==> config.mk <==
export PLATFORM = sky130hd
export DESIGN_NAME = csch_scheduler
export DESIGN_NICKNAME = d
export VERILOG_FILES = /design/src/common/csch_pkg.sv /design/src/design/csch_scheduler.sv
export SDC_FILE = /design/constraint.sdc
export NUM_CORES = 1
export LEC_CHECK = 0
export ABC_AREA = 0
export CAP_MARGIN = 25
export CORE_MARGIN = 4
export CORE_UTILIZATION = 25
export DETAILED_ROUTE_END_ITERATION = 7
export DONT_BUFFER_PORTS = 1
export GPL_ROUTABILITY_DRIVEN = 0
export PLACE_DENSITY = 0.46
export SKIP_LAST_GASP = 1
export SLEW_MARGIN = 20
export SYNTH_ARGS = -nofsm -noshare
export SYNTH_HDL_FRONTEND = slang
export SYNTH_SLANG_ARGS = --single-unit
==> constraint.sdc <==
create_clock -name clk_sys -period 6.4 [get_ports clk_sys]
set_input_delay 0 -clock clk_sys [delete_from_list [all_inputs] [get_ports clk_sys]]
set_output_delay 0 -clock clk_sys [all_outputs]
set_load 0.02 [all_outputs]
==> src/common/csch_pkg.sv <==
// Shared constants and types for the channel service scheduler
package csch_pkg;

	// Channel count and width of a channel number
	localparam int CSCH_NUM_CH = 16;
	localparam int CSCH_CH_W = 4;

	// Length of the repeating slot sequence and width of its position
	localparam int CSCH_SEQ_LEN = 7;
	localparam int CSCH_POS_W = 3;
	localparam logic [2:0] CSCH_POS_FIRST = 3'h0;
	localparam logic [2:0] CSCH_POS_LAST = 3'h6;

	// Fixed delays in CPU clocks (the CPU clock is clk_sys)
	localparam int CSCH_TRANS_CLK = 10;
	localparam int CSCH_NOP_CLK = 4;
	localparam int CSCH_CNT_W = 4;

	// Priority level of a channel; off keeps a channel out of arbitration
	typedef enum logic [1:0] {
		CSCH_LVL_OFF = 2'h0,
		CSCH_LVL_LOW = 2'h1,
		CSCH_LVL_MID = 2'h2,
		CSCH_LVL_HIGH = 2'h3
	} csch_level_t;

	// Slot order: high, middle, high, low, high, middle, high
	localparam csch_level_t CSCH_SLOT_SEQ [0:CSCH_SEQ_LEN-1] = '{
		CSCH_LVL_HIGH, CSCH_LVL_MID, CSCH_LVL_HIGH, CSCH_LVL_LOW,
		CSCH_LVL_HIGH, CSCH_LVL_MID, CSCH_LVL_HIGH
	};

	// Scheduler states, one-hot
	typedef enum logic [3:0] {
		CSCH_WAIT = 4'h1,
		CSCH_EXEC = 4'h2,
		CSCH_NOP = 4'h4,
		CSCH_TRANS = 4'h8
	} csch_state_t;

	// Grant handed to the execution unit
	typedef struct packed {
		logic start;
		logic [CSCH_CH_W-1:0] chan;
		csch_level_t level;
	} csch_grant_t;

endpackage

==> src/design/csch_scheduler.sv <==
// Channel service scheduler: picks which channel owns the shared execution unit
`timescale 1ns/1ps
`default_nettype none

module csch_scheduler
	import csch_pkg::*;
#(
	parameter int NUM_CH = CSCH_NUM_CH,
	parameter int TRANS_CLK = CSCH_TRANS_CLK,
	parameter int NOP_CLK = CSCH_NOP_CLK
) (
	input wire logic clk_sys,
	input wire logic rst,
	input wire logic [NUM_CH-1:0] chan_req,
	input wire csch_level_t [NUM_CH-1:0] chan_level,
	input wire logic exec_done,
	output csch_grant_t grant,
	output logic [CSCH_POS_W-1:0] slot_pos,
	output logic [NUM_CH-1:0] service_request_latch,
	output logic [NUM_CH-1:0] service_grant_latch,
	output logic exec_busy,
	output logic nop_active,
	output logic trans_active
);

	// Counts are loaded into a narrow counter, so size them once here
	localparam logic [CSCH_CNT_W-1:0] TRANS_LOAD = CSCH_CNT_W'(TRANS_CLK);
	localparam logic [CSCH_CNT_W-1:0] NOP_LOAD = CSCH_CNT_W'(NOP_CLK);
	localparam logic [CSCH_CNT_W-1:0] CNT_LAST = CSCH_CNT_W'(1);
	localparam int TRANS_CHECK = TRANS_CLK;

	// Scheduler state and delay counter
	csch_state_t state;
	logic [CSCH_CNT_W-1:0] dly_cnt;
	// Level of the channel now executing
	csch_level_t srv_lvl;

	// Per-channel eligibility and level membership
	logic [NUM_CH-1:0] elig;
	logic [NUM_CH-1:0] in_high;
	logic [NUM_CH-1:0] in_mid;
	logic [NUM_CH-1:0] in_low;
	logic [NUM_CH-1:0] in_srv;
	logic [NUM_CH-1:0] active_ch;

	// Arbitration results, all combinational in the deciding cycle
	csch_level_t slot_lvl;
	csch_level_t pick_lvl;
	logic [NUM_CH-1:0] pick_vec;
	logic [CSCH_CH_W-1:0] pick_ch;
	logic [NUM_CH-1:0] pick_onehot;
	logic any_high;
	logic any_mid;
	logic any_low;
	logic take_grant;
	logic end_of_state;
	logic group_clr;
	logic [NUM_CH-1:0] clr_mask;
	logic [NUM_CH-1:0] grant_mask;

	// Lowest set bit wins
	function automatic logic [CSCH_CH_W-1:0] lowest_set(input logic [NUM_CH-1:0] vec);
		logic [CSCH_CH_W-1:0] idx;
		idx = '0;
		for (int i = NUM_CH - 1; i >= 0; i--) begin
			if (vec[i]) begin
				idx = CSCH_CH_W'(i);
			end
		end
		return idx;
	endfunction

	// Per-channel membership and eligibility
	genvar gi;
	generate
		for (gi = 0; gi < NUM_CH; gi++) begin : g_chan
			// Level off means the channel is not part of arbitration
			assign active_ch[gi] = (chan_level[gi] != CSCH_LVL_OFF);
			assign in_high[gi] = (chan_level[gi] == CSCH_LVL_HIGH);
			assign in_mid[gi] = (chan_level[gi] == CSCH_LVL_MID);
			assign in_low[gi] = (chan_level[gi] == CSCH_LVL_LOW);
			assign in_srv[gi] = (chan_level[gi] == srv_lvl);
			// Pending and not yet served in this level's cycle
			assign elig[gi] = service_request_latch[gi] & ~service_grant_latch[gi] & active_ch[gi];
			// Only the picked channel of a taken grant
			assign grant_mask[gi] = take_grant & pick_onehot[gi];
			// Whole level group of the channel just served
			assign clr_mask[gi] = group_clr & in_srv[gi];
		end
	endgenerate

	// Pending summary per level
	assign any_high = |(elig & in_high);
	assign any_mid = |(elig & in_mid);
	assign any_low = |(elig & in_low);

	// Level owning the current slot
	assign slot_lvl = CSCH_SLOT_SEQ[slot_pos];

	// Priority passing, pure logic so it costs no clock cycles
	always_comb begin
		pick_lvl = CSCH_LVL_OFF;
		case (slot_lvl)
			// High slot: high, then middle, then low
			CSCH_LVL_HIGH: begin
				if (any_high) begin
					pick_lvl = CSCH_LVL_HIGH;
				end else if (any_mid) begin
					pick_lvl = CSCH_LVL_MID;
				end else if (any_low) begin
					pick_lvl = CSCH_LVL_LOW;
				end
			end
			// Middle slot: middle, then high, then low
			CSCH_LVL_MID: begin
				if (any_mid) begin
					pick_lvl = CSCH_LVL_MID;
				end else if (any_high) begin
					pick_lvl = CSCH_LVL_HIGH;
				end else if (any_low) begin
					pick_lvl = CSCH_LVL_LOW;
				end
			end
			// Low slot: low, then high, then middle
			CSCH_LVL_LOW: begin
				if (any_low) begin
					pick_lvl = CSCH_LVL_LOW;
				end else if (any_high) begin
					pick_lvl = CSCH_LVL_HIGH;
				end else if (any_mid) begin
					pick_lvl = CSCH_LVL_MID;
				end
			end
			// Sequence table never holds off
			default: begin
				pick_lvl = CSCH_LVL_OFF;
			end
		endcase
	end

	// Candidates of the chosen level
	always_comb begin
		case (pick_lvl)
			CSCH_LVL_HIGH: pick_vec = elig & in_high;
			CSCH_LVL_MID: pick_vec = elig & in_mid;
			CSCH_LVL_LOW: pick_vec = elig & in_low;
			default: pick_vec = '0;
		endcase
	end

	// Lowest channel number first within the level
	assign pick_ch = lowest_set(pick_vec);
	assign pick_onehot = pick_vec & ~(pick_vec - NUM_CH'(1));

	// Grant only when waiting or in the last transition cycle; idle holds the slot
	assign take_grant = (pick_lvl != CSCH_LVL_OFF) &&
		((state == CSCH_WAIT) || ((state == CSCH_TRANS) && (dly_cnt == CNT_LAST)));

	// End of the executing state, seen only while a grant is out
	assign end_of_state = (state == CSCH_EXEC) && exec_done;

	// Group clear when nobody of the served level is still eligible
	assign group_clr = end_of_state && !(|(elig & in_srv));

	// Request latches: a new request beats the clear from a grant
	always_ff @(posedge clk_sys) begin
		if (rst) begin
			service_request_latch <= '0;
		end else begin
			service_request_latch <= (service_request_latch & ~grant_mask) | chan_req;
		end
	end

	// Grant latches: set one at a time, cleared only as a level group
	always_ff @(posedge clk_sys) begin
		if (rst) begin
			service_grant_latch <= '0;
		end else begin
			// Grant and clear never meet: grants happen outside the execute state
			service_grant_latch <= (service_grant_latch & ~clr_mask) | grant_mask;
		end
	end

	// Main sequencing: wait, execute, optional no-op, transition
	always_ff @(posedge clk_sys) begin
		if (rst) begin
			state <= CSCH_WAIT;
			dly_cnt <= '0;
		end else begin
			case (state)
				// Idle on the current slot until something is eligible
				CSCH_WAIT: begin
					if (take_grant) begin
						state <= CSCH_EXEC;
					end
				end
				// Slot lasts as long as the state takes
				CSCH_EXEC: begin
					if (end_of_state && group_clr) begin
						state <= CSCH_NOP;
						dly_cnt <= NOP_LOAD;
					end else if (end_of_state) begin
						state <= CSCH_TRANS;
						dly_cnt <= TRANS_LOAD;
					end
				end
				// No-op while the level group is cleared, then transition
				CSCH_NOP: begin
					if (dly_cnt == CNT_LAST) begin
						state <= CSCH_TRANS;
						dly_cnt <= TRANS_LOAD;
					end else begin
						dly_cnt <= dly_cnt - CNT_LAST;
					end
				end
				// Transition; the next grant is decided in its last cycle
				CSCH_TRANS: begin
					if (dly_cnt == CNT_LAST) begin
						state <= take_grant ? CSCH_EXEC : CSCH_WAIT;
						dly_cnt <= '0;
					end else begin
						dly_cnt <= dly_cnt - CNT_LAST;
					end
				end
				default: begin
					state <= CSCH_WAIT;
					dly_cnt <= '0;
				end
			endcase
		end
	end

	// Sequence position moves on only at the end of an executed state
	always_ff @(posedge clk_sys) begin
		if (rst) begin
			slot_pos <= CSCH_POS_FIRST;
		end else if (end_of_state) begin
			// Wrap straight back so the sequence repeats without a gap
			slot_pos <= (slot_pos == CSCH_POS_LAST) ? CSCH_POS_FIRST : slot_pos + CSCH_POS_W'(1);
		end
	end

	// Registered grant handed to the execution unit
	always_ff @(posedge clk_sys) begin
		if (rst) begin
			grant <= '0;
			srv_lvl <= CSCH_LVL_OFF;
		end else begin
			grant.start <= take_grant;
			if (take_grant) begin
				grant.chan <= pick_ch;
				grant.level <= pick_lvl;
				srv_lvl <= pick_lvl;
			end
		end
	end

	// Status levels decoded from the one-hot state
	assign exec_busy = (state == CSCH_EXEC);
	assign nop_active = (state == CSCH_NOP);
	assign trans_active = (state == CSCH_TRANS);

	// Helper: cycles spent in the current transition
	logic [CSCH_CNT_W:0] h_trans;
	always_ff @(posedge clk_sys) begin
		if (rst) begin
			h_trans <= '0;
		end else if (state == CSCH_TRANS) begin
			h_trans <= h_trans + (CSCH_CNT_W+1)'(1);
		end else if (state != CSCH_WAIT) begin
			h_trans <= '0;
		end
	end

	// A grant only issues from waiting or from the end of a transition
	AST_SINGLE_UNIT: assert property (@(posedge clk_sys) disable iff (rst)
		grant.start |-> ($past(state) == CSCH_WAIT || $past(state) == CSCH_TRANS) && state == CSCH_EXEC)
		else $error("grant issued while the execution unit was busy");

	// Transition lasts exactly ten clocks
	AST_TRANS_TEN: assert property (@(posedge clk_sys) disable iff (rst)
		(state != CSCH_TRANS && $past(state) == CSCH_TRANS) |-> h_trans == TRANS_CHECK)
		else $error("slot transition length wrong");

	// Group clear gives four no-op clocks then a transition
	AST_NOP_FOUR: assert property (@(posedge clk_sys) disable iff (rst)
		(end_of_state && group_clr) |=> (state == CSCH_NOP)[*4] ##1 (state == CSCH_TRANS))
		else $error("no-op period not four clocks");

	// Granted channel has its grant latch set and request cleared
	AST_GRANT_LATCH: assert property (@(posedge clk_sys) disable iff (rst)
		take_grant && !chan_req[pick_ch] |=> service_grant_latch[grant.chan] && !service_request_latch[grant.chan])
		else $error("latches wrong after grant");

	// High slot with no high request passes to middle
	AST_PASS_HIGH_MID: assert property (@(posedge clk_sys) disable iff (rst)
		(take_grant && slot_lvl == CSCH_LVL_HIGH && !any_high && any_mid) |=> grant.level == CSCH_LVL_MID)
		else $error("high slot did not pass to middle");

	// Low slot with no low request passes to high first
	AST_PASS_LOW_HIGH: assert property (@(posedge clk_sys) disable iff (rst)
		(take_grant && slot_lvl == CSCH_LVL_LOW && !any_low && any_high) |=> grant.level == CSCH_LVL_HIGH)
		else $error("low slot did not pass to high");

	// Idle scheduler stays on its slot
	AST_IDLE_HOLD: assert property (@(posedge clk_sys) disable iff (rst)
		(state == CSCH_WAIT && !take_grant) |=> $stable(slot_pos) && state == CSCH_WAIT)
		else $error("slot moved while idle");

	// Sequence wraps from the last slot to the first
	AST_SEQ_WRAP: assert property (@(posedge clk_sys) disable iff (rst)
		(end_of_state && slot_pos == CSCH_POS_LAST) |=> slot_pos == CSCH_POS_FIRST)
		else $error("sequence did not wrap");

	// Group clear empties every grant latch of the served level
	AST_GROUP_CLEAR: assert property (@(posedge clk_sys) disable iff (rst)
		group_clr |=> (service_grant_latch & $past(in_srv)) == '0)
		else $error("level group not cleared");

	// No clear while a peer of the served level is still eligible
	AST_NO_EARLY_CLEAR: assert property (@(posedge clk_sys) disable iff (rst)
		(end_of_state && (|(elig & in_srv))) |=> state == CSCH_TRANS && $stable(service_grant_latch))
		else $error("group cleared with a peer pending");

endmodule

`default_nettype wire

After elaboration in Yosys (flattened, before gate mapping) --
Memories as Yosys holds them, arrays and structs flattened. Cells that the tools add are included.
Word-level totals: register bits after elaboration 50, ROM bits 16, input bits 51, output and inout port bits 45, memories kept 1
Memory list:
- (no name shown) | depth 8, bits a word 2, read ports 1, clocked after Yosys merged registers in 0, wr ports 0, line csch_scheduler.sv:98 | assign slot_lvl = CSCH_SLOT_SEQ[slot_pos];
Cells by class: $add $sub $neg 3, $lt $le $gt $ge 1, equal/unequal tests 80, multiplexer cells 41, bitwise operators 94, reduce and logical (&&, ||, !) cells 30
Operators with widths (number):
- $and 16x16->16 | 7
- $mux 4 | 25
- $eq 2x2->1 const B | 36
- $and 1x1->1 | 64
- $reduce_or 16->1 | 4
- $not 16->16 | 3
- $pmux 16 s3 | 1
- $eq 2x1->1 const B | 18
- $reduce_bool 2->1 | 17
- $eq 2x2->1 | 16
- $or 16x16->16 | 2
- $pmux 4 s4 | 2
- $mux 2 | 10
- $not 1->1 | 17
- $sub 16x1->16 const B | 1
- $eq 4x1->1 const B | 2
- $pmux 2 s3 | 1
- $logic_and 1x1->1 | 5
- $eq 4x2->1 const B | 1
- $eq 4x3->1 const B | 1
- $eq 4x4->1 const B | 1
- $ge 4x4->1 const B | 1
- $ne 2x1->1 const B | 2
- $not 3->4 | 1
- other kinds (11) | 11

Longest topological paths before layout --
word-level depth 27, gate-level depth with buffers 13, gate-level depth less buffers 12

Worst setup path after synthesis --
Ideal clock, no wire load.
kind reg2reg, from register service_grant_latch[10], to register service_request_latch[13], library setup time 0.117 ns, arrival 3.726 ns, data required time 6.283 ns, slack 2.557 ns, stages on the path, launching flop included 11, path buffers 0, period minus slack after synthesis 3.843 ns, cells stage by stage dfxtp_1 -> and3b_1 -> a2111o_1 -> or4_4 -> o21ai_1 -> nand3_2 -> mux2_4 -> a221o_1 -> or4_4 -> or4b_1 -> a22o_1
Between the ends: word-level cells in the longest chain between the ends 18, elaborated cells between the ends (all ways) 31
RTL lines:
- start, declared | line csch_scheduler.sv:20 | output logic [NUM_CH-1:0] service_grant_latch,
- start signal, assigned | line csch_scheduler.sv:180 | service_grant_latch <= (service_grant_latch & ~clr_mask) | grant_mask;
- $not 1->1 * | line csch_scheduler.sv:84 | assign elig[gi] = service_request_latch[gi] & ~service_grant_latch[gi] & active_ch[gi];
- $and 1x1->1 * (2 in series) | line csch_scheduler.sv:84
- $and 16x16->16 (on tied branches)
- $reduce_or 16->1 (on tied branches) | line csch_scheduler.sv:95, csch_scheduler.sv:94
- $mux 1 or $mux 2 (tied branches) | line csch_scheduler.sv:110, csch_scheduler.sv:120, csch_scheduler.sv:130
- $mux 2 (on tied branches) | line csch_scheduler.sv:118, csch_scheduler.sv:108, csch_scheduler.sv:128
- $mux 2 (on tied branches) | line csch_scheduler.sv:116, csch_scheduler.sv:106, csch_scheduler.sv:126
- $pmux 2 s3 | line csch_scheduler.sv:103 | case (slot_lvl)
- $eq 2x1->1 or $eq 2x2->1 (tied branches) | line csch_scheduler.sv:143 | case (pick_lvl)
- $pmux 16 s3 | line csch_scheduler.sv:143
- $sub 16x1->16 | line csch_scheduler.sv:153 | assign pick_onehot = pick_vec & ~(pick_vec - NUM_CH'(1));
- $not 16->16 | line csch_scheduler.sv:153
- $and 16x16->16 | line csch_scheduler.sv:153
- $and 1x1->1 * | line csch_scheduler.sv:86 | assign grant_mask[gi] = take_grant & pick_onehot[gi];
- $not 16->16 * | line csch_scheduler.sv:170 | service_request_latch <= (service_request_latch & ~grant_mask) | chan_req;
- $and 16x16->16 * | line csch_scheduler.sv:170
- $or 16x16->16 * | line csch_scheduler.sv:170
- end signal, assigned | line csch_scheduler.sv:170
- end, declared | line csch_scheduler.sv:19 | output logic [NUM_CH-1:0] service_request_latch,
Every way passes the cells marked *; elsewhere a longest branch is shown, timed or not. A chain may end at the register's enable or synchronous reset.

Worst setup path in the final report --
from register service_request_latch[14], to register service_request_latch[15]
Between the ends: word-level cells in the longest chain between the ends 17, elaborated cells between the ends (all ways) 30
RTL lines (line):
- $and 1x1->1 * (2 in series) | csch_scheduler.sv:84
- $and 16x16->16 (on tied branches)
- $reduce_or 16->1 (on tied branches) | csch_scheduler.sv:95, csch_scheduler.sv:94
- $mux 1 or $mux 2 (tied branches) | csch_scheduler.sv:110, csch_scheduler.sv:120, csch_scheduler.sv:130
- $mux 2 (on tied branches) | csch_scheduler.sv:118, csch_scheduler.sv:108, csch_scheduler.sv:128
- $mux 2 (on tied branches) | csch_scheduler.sv:116, csch_scheduler.sv:106, csch_scheduler.sv:126
- $pmux 2 s3 | csch_scheduler.sv:103
- $eq 2x1->1 or $eq 2x2->1 (tied branches) | csch_scheduler.sv:143
- $pmux 16 s3 | csch_scheduler.sv:143
- $sub 16x1->16 | csch_scheduler.sv:153
- $not 16->16 | csch_scheduler.sv:153
- $and 16x16->16 | csch_scheduler.sv:153
- $and 1x1->1 * | csch_scheduler.sv:86
- $not 16->16 * | csch_scheduler.sv:170
- $and 16x16->16 * | csch_scheduler.sv:170
- $or 16x16->16 * | csch_scheduler.sv:170
Marks and branches as above.

==> results.md <==
- The number of sinks driven by the clock tree is 50.
- The H-tree generated during clock tree synthesis spans 2 levels.
- The total power per unit cell area is 270 nW/um2.
- The worst-skew pair later-pin latency is 0.31 ns.
- Across the run, the number of max-cap violations was 0.
- The worst setup path is captured at a flip-flop.
- Counting instances, the worst hold path has a depth of 2.
- The normalized max-slew margin is 0.246.
- The end point of the worst hold path is service_grant_latch[15]$_SDFF_PP0_.
- The total count of hold-check failures in the final report is 0.
- The count of port buffers added during placement is 0.
- The path class of the tightest hold or removal check is in2reg.
- The final setup TNS is 0 ns.
- For this run, design rule violations remaining after detail routing come to 0.
- The count of vias placed by the detailed router is 4439.
- The cell count after placement is 748.
- The clock arrives with 0.0105 ns of skew.
- For the pin with the worst max-slew slack, the measured transition is 1.13 ns.
- 0 antenna diodes ended up in the layout.
- Summed over all cells, the static leakage comes to 1.61 nW.
- The data required time at the worst endpoint is 6.60 ns.
- The final worst-path cycle share is 0.762.
- Entering global routing, the biggest net connects 48 pins.
- The highest net fanout along the worst path is 10.
- The endpoint of the worst-slack reg-to-reg timing path is service_request_latch[15]$_SDFF_PP0_.
- Setup repair after global routing left no endpoint under its margin.
- Counting every net in the synthesized netlist gives 605.
- The first global-routing pass estimated 25400 um of wire.
- The number of enable flip-flop cells after synthesis is 0.
- The worst register-to-register path has a depth of 11.
- The Yosys step of the flow raised 0 warnings.
- The number of CTS-inserted buffers is 5.
- The starting density of the core is 0.258.
- In this run the register-to-register setup slack is 1.53 ns.
- The register clock-pin slew on the reported worst setup and hold paths is 0.08 ns.
- The share of the Yosys chip area taken by registers is 0.241.
- In the final routed layout, each cell accounts on average for 22.1 um.
- The critical path arrival is 5.07 ns.
- Compared with the post-synthesis result, the final layout area differs by 13.9%.
- The critical register-to-register path startpoint is service_request_latch[14]$_SDFF_PP0_.
- Counting along the longest clock path gives a buffer depth of 2.
- The vertical die dimension is 137 um.
- Based on the critical path, the design can be clocked at up to 205 MHz.
- The worst setup path category is reg2reg.
- The number of antenna violations at the first check in global routing is 0.
- The initialized floorplan defines 46 standard-cell rows.
- Summing every instance area after synthesis gives 4150 um2.
- The die footprint is 18700 um2.
- The tree is rooted in a sky130_fd_sc_hd__clkbuf_16.
- In the synthesized netlist the dominant register cell turns out to be sky130_fd_sc_hd__dfxtp_1.
- The synthesized instance count is 552.
- The share of flip-flops with an asynchronous set or reset is 0.
- The average instance in the mapped netlist occupies 7.52 um2.
- The number of standard cells in the final layout excluding fillers is 775.
- The worst hold path startpoint is rst.
- The type of element launching the critical path is a flip-flop.
- The final global-route overflow total is 0.
- The width of the die is 137 um.
- The TritonCTS clock tree is done.
- For this block, the routed nets add up to 17100 um of wire.
- The vias per cell is 5.73.
- Counting distinct cell types in the post-synthesis netlist gives 70.
- The synthesized flop and latch total is 50.
- The number of global-route vias before repair was 4169.
- For this run, the post-layout net count is 611.
- The final critical path time including I/O delays and setup is 4.87 ns.
- The core outline area is 16100 um2.
- The total of endpoints with negative setup slack in the final report is 0.
- Once detail routing completed, the nets flagged for antenna violations numbered 0.
- The run finished with clean final reports.
- The share of layout cells above drive strength 1 is 0.0608.
- The top-level I/O count is 96.
- In this run, the number of DRC markers left after iteration 0 of detailed routing was 360.
- The HPWL after detailed placement is 13300 um.
- Across every metal layer, demand over resource in global routing totals 0.178.
- The maximum resistive drop on vdd is 0.113 mV.
- The max-slew violation count is 0.
- The count of TritonRoute iterations in the first routing pass is 5.
## report_power, final
part	total, W	switching (W)	internal [W]
sequential	0.000444	0.0000952	0.000349
combinational	0.000542	0.000327	0.000215
clock	0.000289	0.000139	0.000150
## placed cells by master, fill, tap and decap left out, drive strengths merged, types with 5 or more instances in the layout
cell and count:
a2111oi 5, nor2b 27, clkbuf 5, o22ai 10
nand2 48, o21ai 37, xnor2 22, a22o 8
nor3b 5, inv 19, nor4 24, o211ai 7
nor2 39, or4 5, nand4b 15, nand2b 23
nand3 13, nor3 13, nor4bb 13, dlygate4sd3 17
o31ai 10, buf 9, and2 5, a21oi 42
nand4 6, dfxtp 50, xor2 10, o31a 8
## critical path: stages, from the launching register on
cell and delay, ns:
sky130_fd_sc_hd__dfxtp_1 0.51, sky130_fd_sc_hd__nor2b_1 0.48, sky130_fd_sc_hd__a2111oi_2 0.16, sky130_fd_sc_hd__o2111a_1 0.21, sky130_fd_sc_hd__a31oi_1 0.90, sky130_fd_sc_hd__nor4b_1 0.10, sky130_fd_sc_hd__o31ai_1 0.59, sky130_fd_sc_hd__nand2_1 0.27
sky130_fd_sc_hd__or4_4 0.58, sky130_fd_sc_hd__o31ai_1 0.30, sky130_fd_sc_hd__a21oi_1 0.10, sky130_fd_sc_hd__dlygate4sd3_1 0.55
## cell usage after synthesis, types with 6 or more instances
library cell,n,area share
sky130_fd_sc_hd__a21oi_1,42,0.051
sky130_fd_sc_hd__nand2_1,48,0.043
sky130_fd_sc_hd__xnor2_1,22,0.046
sky130_fd_sc_hd__buf_2,6,0.0072
sky130_fd_sc_hd__nor4_1,23,0.035
sky130_fd_sc_hd__a22o_1,8,0.017
sky130_fd_sc_hd__dfxtp_1,50,0.24
sky130_fd_sc_hd__o31ai_1,10,0.018
sky130_fd_sc_hd__inv_1,16,0.014
sky130_fd_sc_hd__o22ai_1,10,0.015
sky130_fd_sc_hd__nand4b_1,15,0.032
sky130_fd_sc_hd__clkbuf_1,19,0.017
sky130_fd_sc_hd__nor2b_1,27,0.041
sky130_fd_sc_hd__nand4_1,6,0.0090
sky130_fd_sc_hd__nor3_1,13,0.016
sky130_fd_sc_hd__nand3_1,12,0.014
sky130_fd_sc_hd__nor2_1,38,0.034
sky130_fd_sc_hd__nor4bb_1,13,0.031
sky130_fd_sc_hd__o211ai_1,6,0.011
sky130_fd_sc_hd__nand2b_1,23,0.035
sky130_fd_sc_hd__xor2_1,10,0.021
sky130_fd_sc_hd__o31a_1,8,0.017
sky130_fd_sc_hd__o21ai_0,34,0.041
## stage by stage
stage,setup slack [ns],utilization,hold WS [ns],cell area [um2],power [W]
floorplan,2.56,-,0.117,4150,0.000820
global route,1.30,0.294,0.0107,4730,0.00136
detailed placement,1.75,0.272,0.0828,4370,0.000965
finish,1.53,0.294,0.00909,4730,0.00127
global placement,1.82,0.272,0.0795,4360,0.000960
CTS,1.49,0.293,0.00921,4710,0.00128
## state kept, by name (all words and copies together), names as in the netlist
signal and count:
slot_pos 3, grant 5, service_request_latch 16, service_grant_latch 16
dly_cnt 4, state 4, srv_lvl 2
## cell families (layout without fill, tap and decap cells)
kind of cell | count (synthesis) | after routing | share of synthesized area
xor gates and xnor gates | 32 | 32 | 0.0675
DFF | 50 | 50 | 0.241
buffers and inverters | 43 | 50 | 0.0407
and+or+nand+nor | 260 | 260 | 0.375
AOI/OAI and AO/OA | 161 | 161 | 0.258
adders and majority gates | 2 | 2 | 0.00603
muxes | 4 | 4 | 0.0112
## layout make-up
cell class | instances | area, um2
Timing Repair Buffer | 26 | 258
Sequential cell | 50 | 1000
Multi-Input combinational cell | 459 | 2990
Clock buffer | 5 | 125
Tap cell | 216 | 270
Inverter | 16 | 60.1
Fill cell | 1721 | 11300
Clock inverter | 3 | 26.3
## routing by layer
metal	wire [um]	track usage	vias to the layer above
li1	-	-	2107
met1	7480	0.235	2117
met2	7740	0.283	198
met3	1660	0.0614	17
met4	226	0.0344	0
met5	0	0	-
## what timing repair did
item / CTS / global route
setup endpoints to repair: 0 / 0
setup buffers: 0 / 0
endpoints found under the hold margin: 47 / 0
gates resized for setup: 0 / 0
hold buffers: 18 / 0
## how the worst max path moves through the flow
| stage | start | depth (start not counted) | endpoint |
|---|---|---|---|
| 2_1_floorplan | service_grant_latch[10]$_SDFF_PP0_ | 10 | service_request_latch[13]$_SDFF_PP0_ |
| 3_3_place_gp | service_request_latch[10]$_SDFF_PP0_ | 10 | service_request_latch[13]$_SDFF_PP0_ |
| 3_5_place_dp | service_request_latch[5]$_SDFF_PP0_ | 10 | service_request_latch[14]$_SDFF_PP0_ |
| 4_1_cts | service_request_latch[5]$_SDFF_PP0_ | 11 | service_request_latch[15]$_SDFF_PP0_ |
| 5_1_grt | service_request_latch[14]$_SDFF_PP0_ | 11 | service_request_latch[15]$_SDFF_PP0_ |
| 6_report | service_request_latch[14]$_SDFF_PP0_ | 11 | service_request_latch[15]$_SDFF_PP0_ |
(Power assumes the default switching activity.)
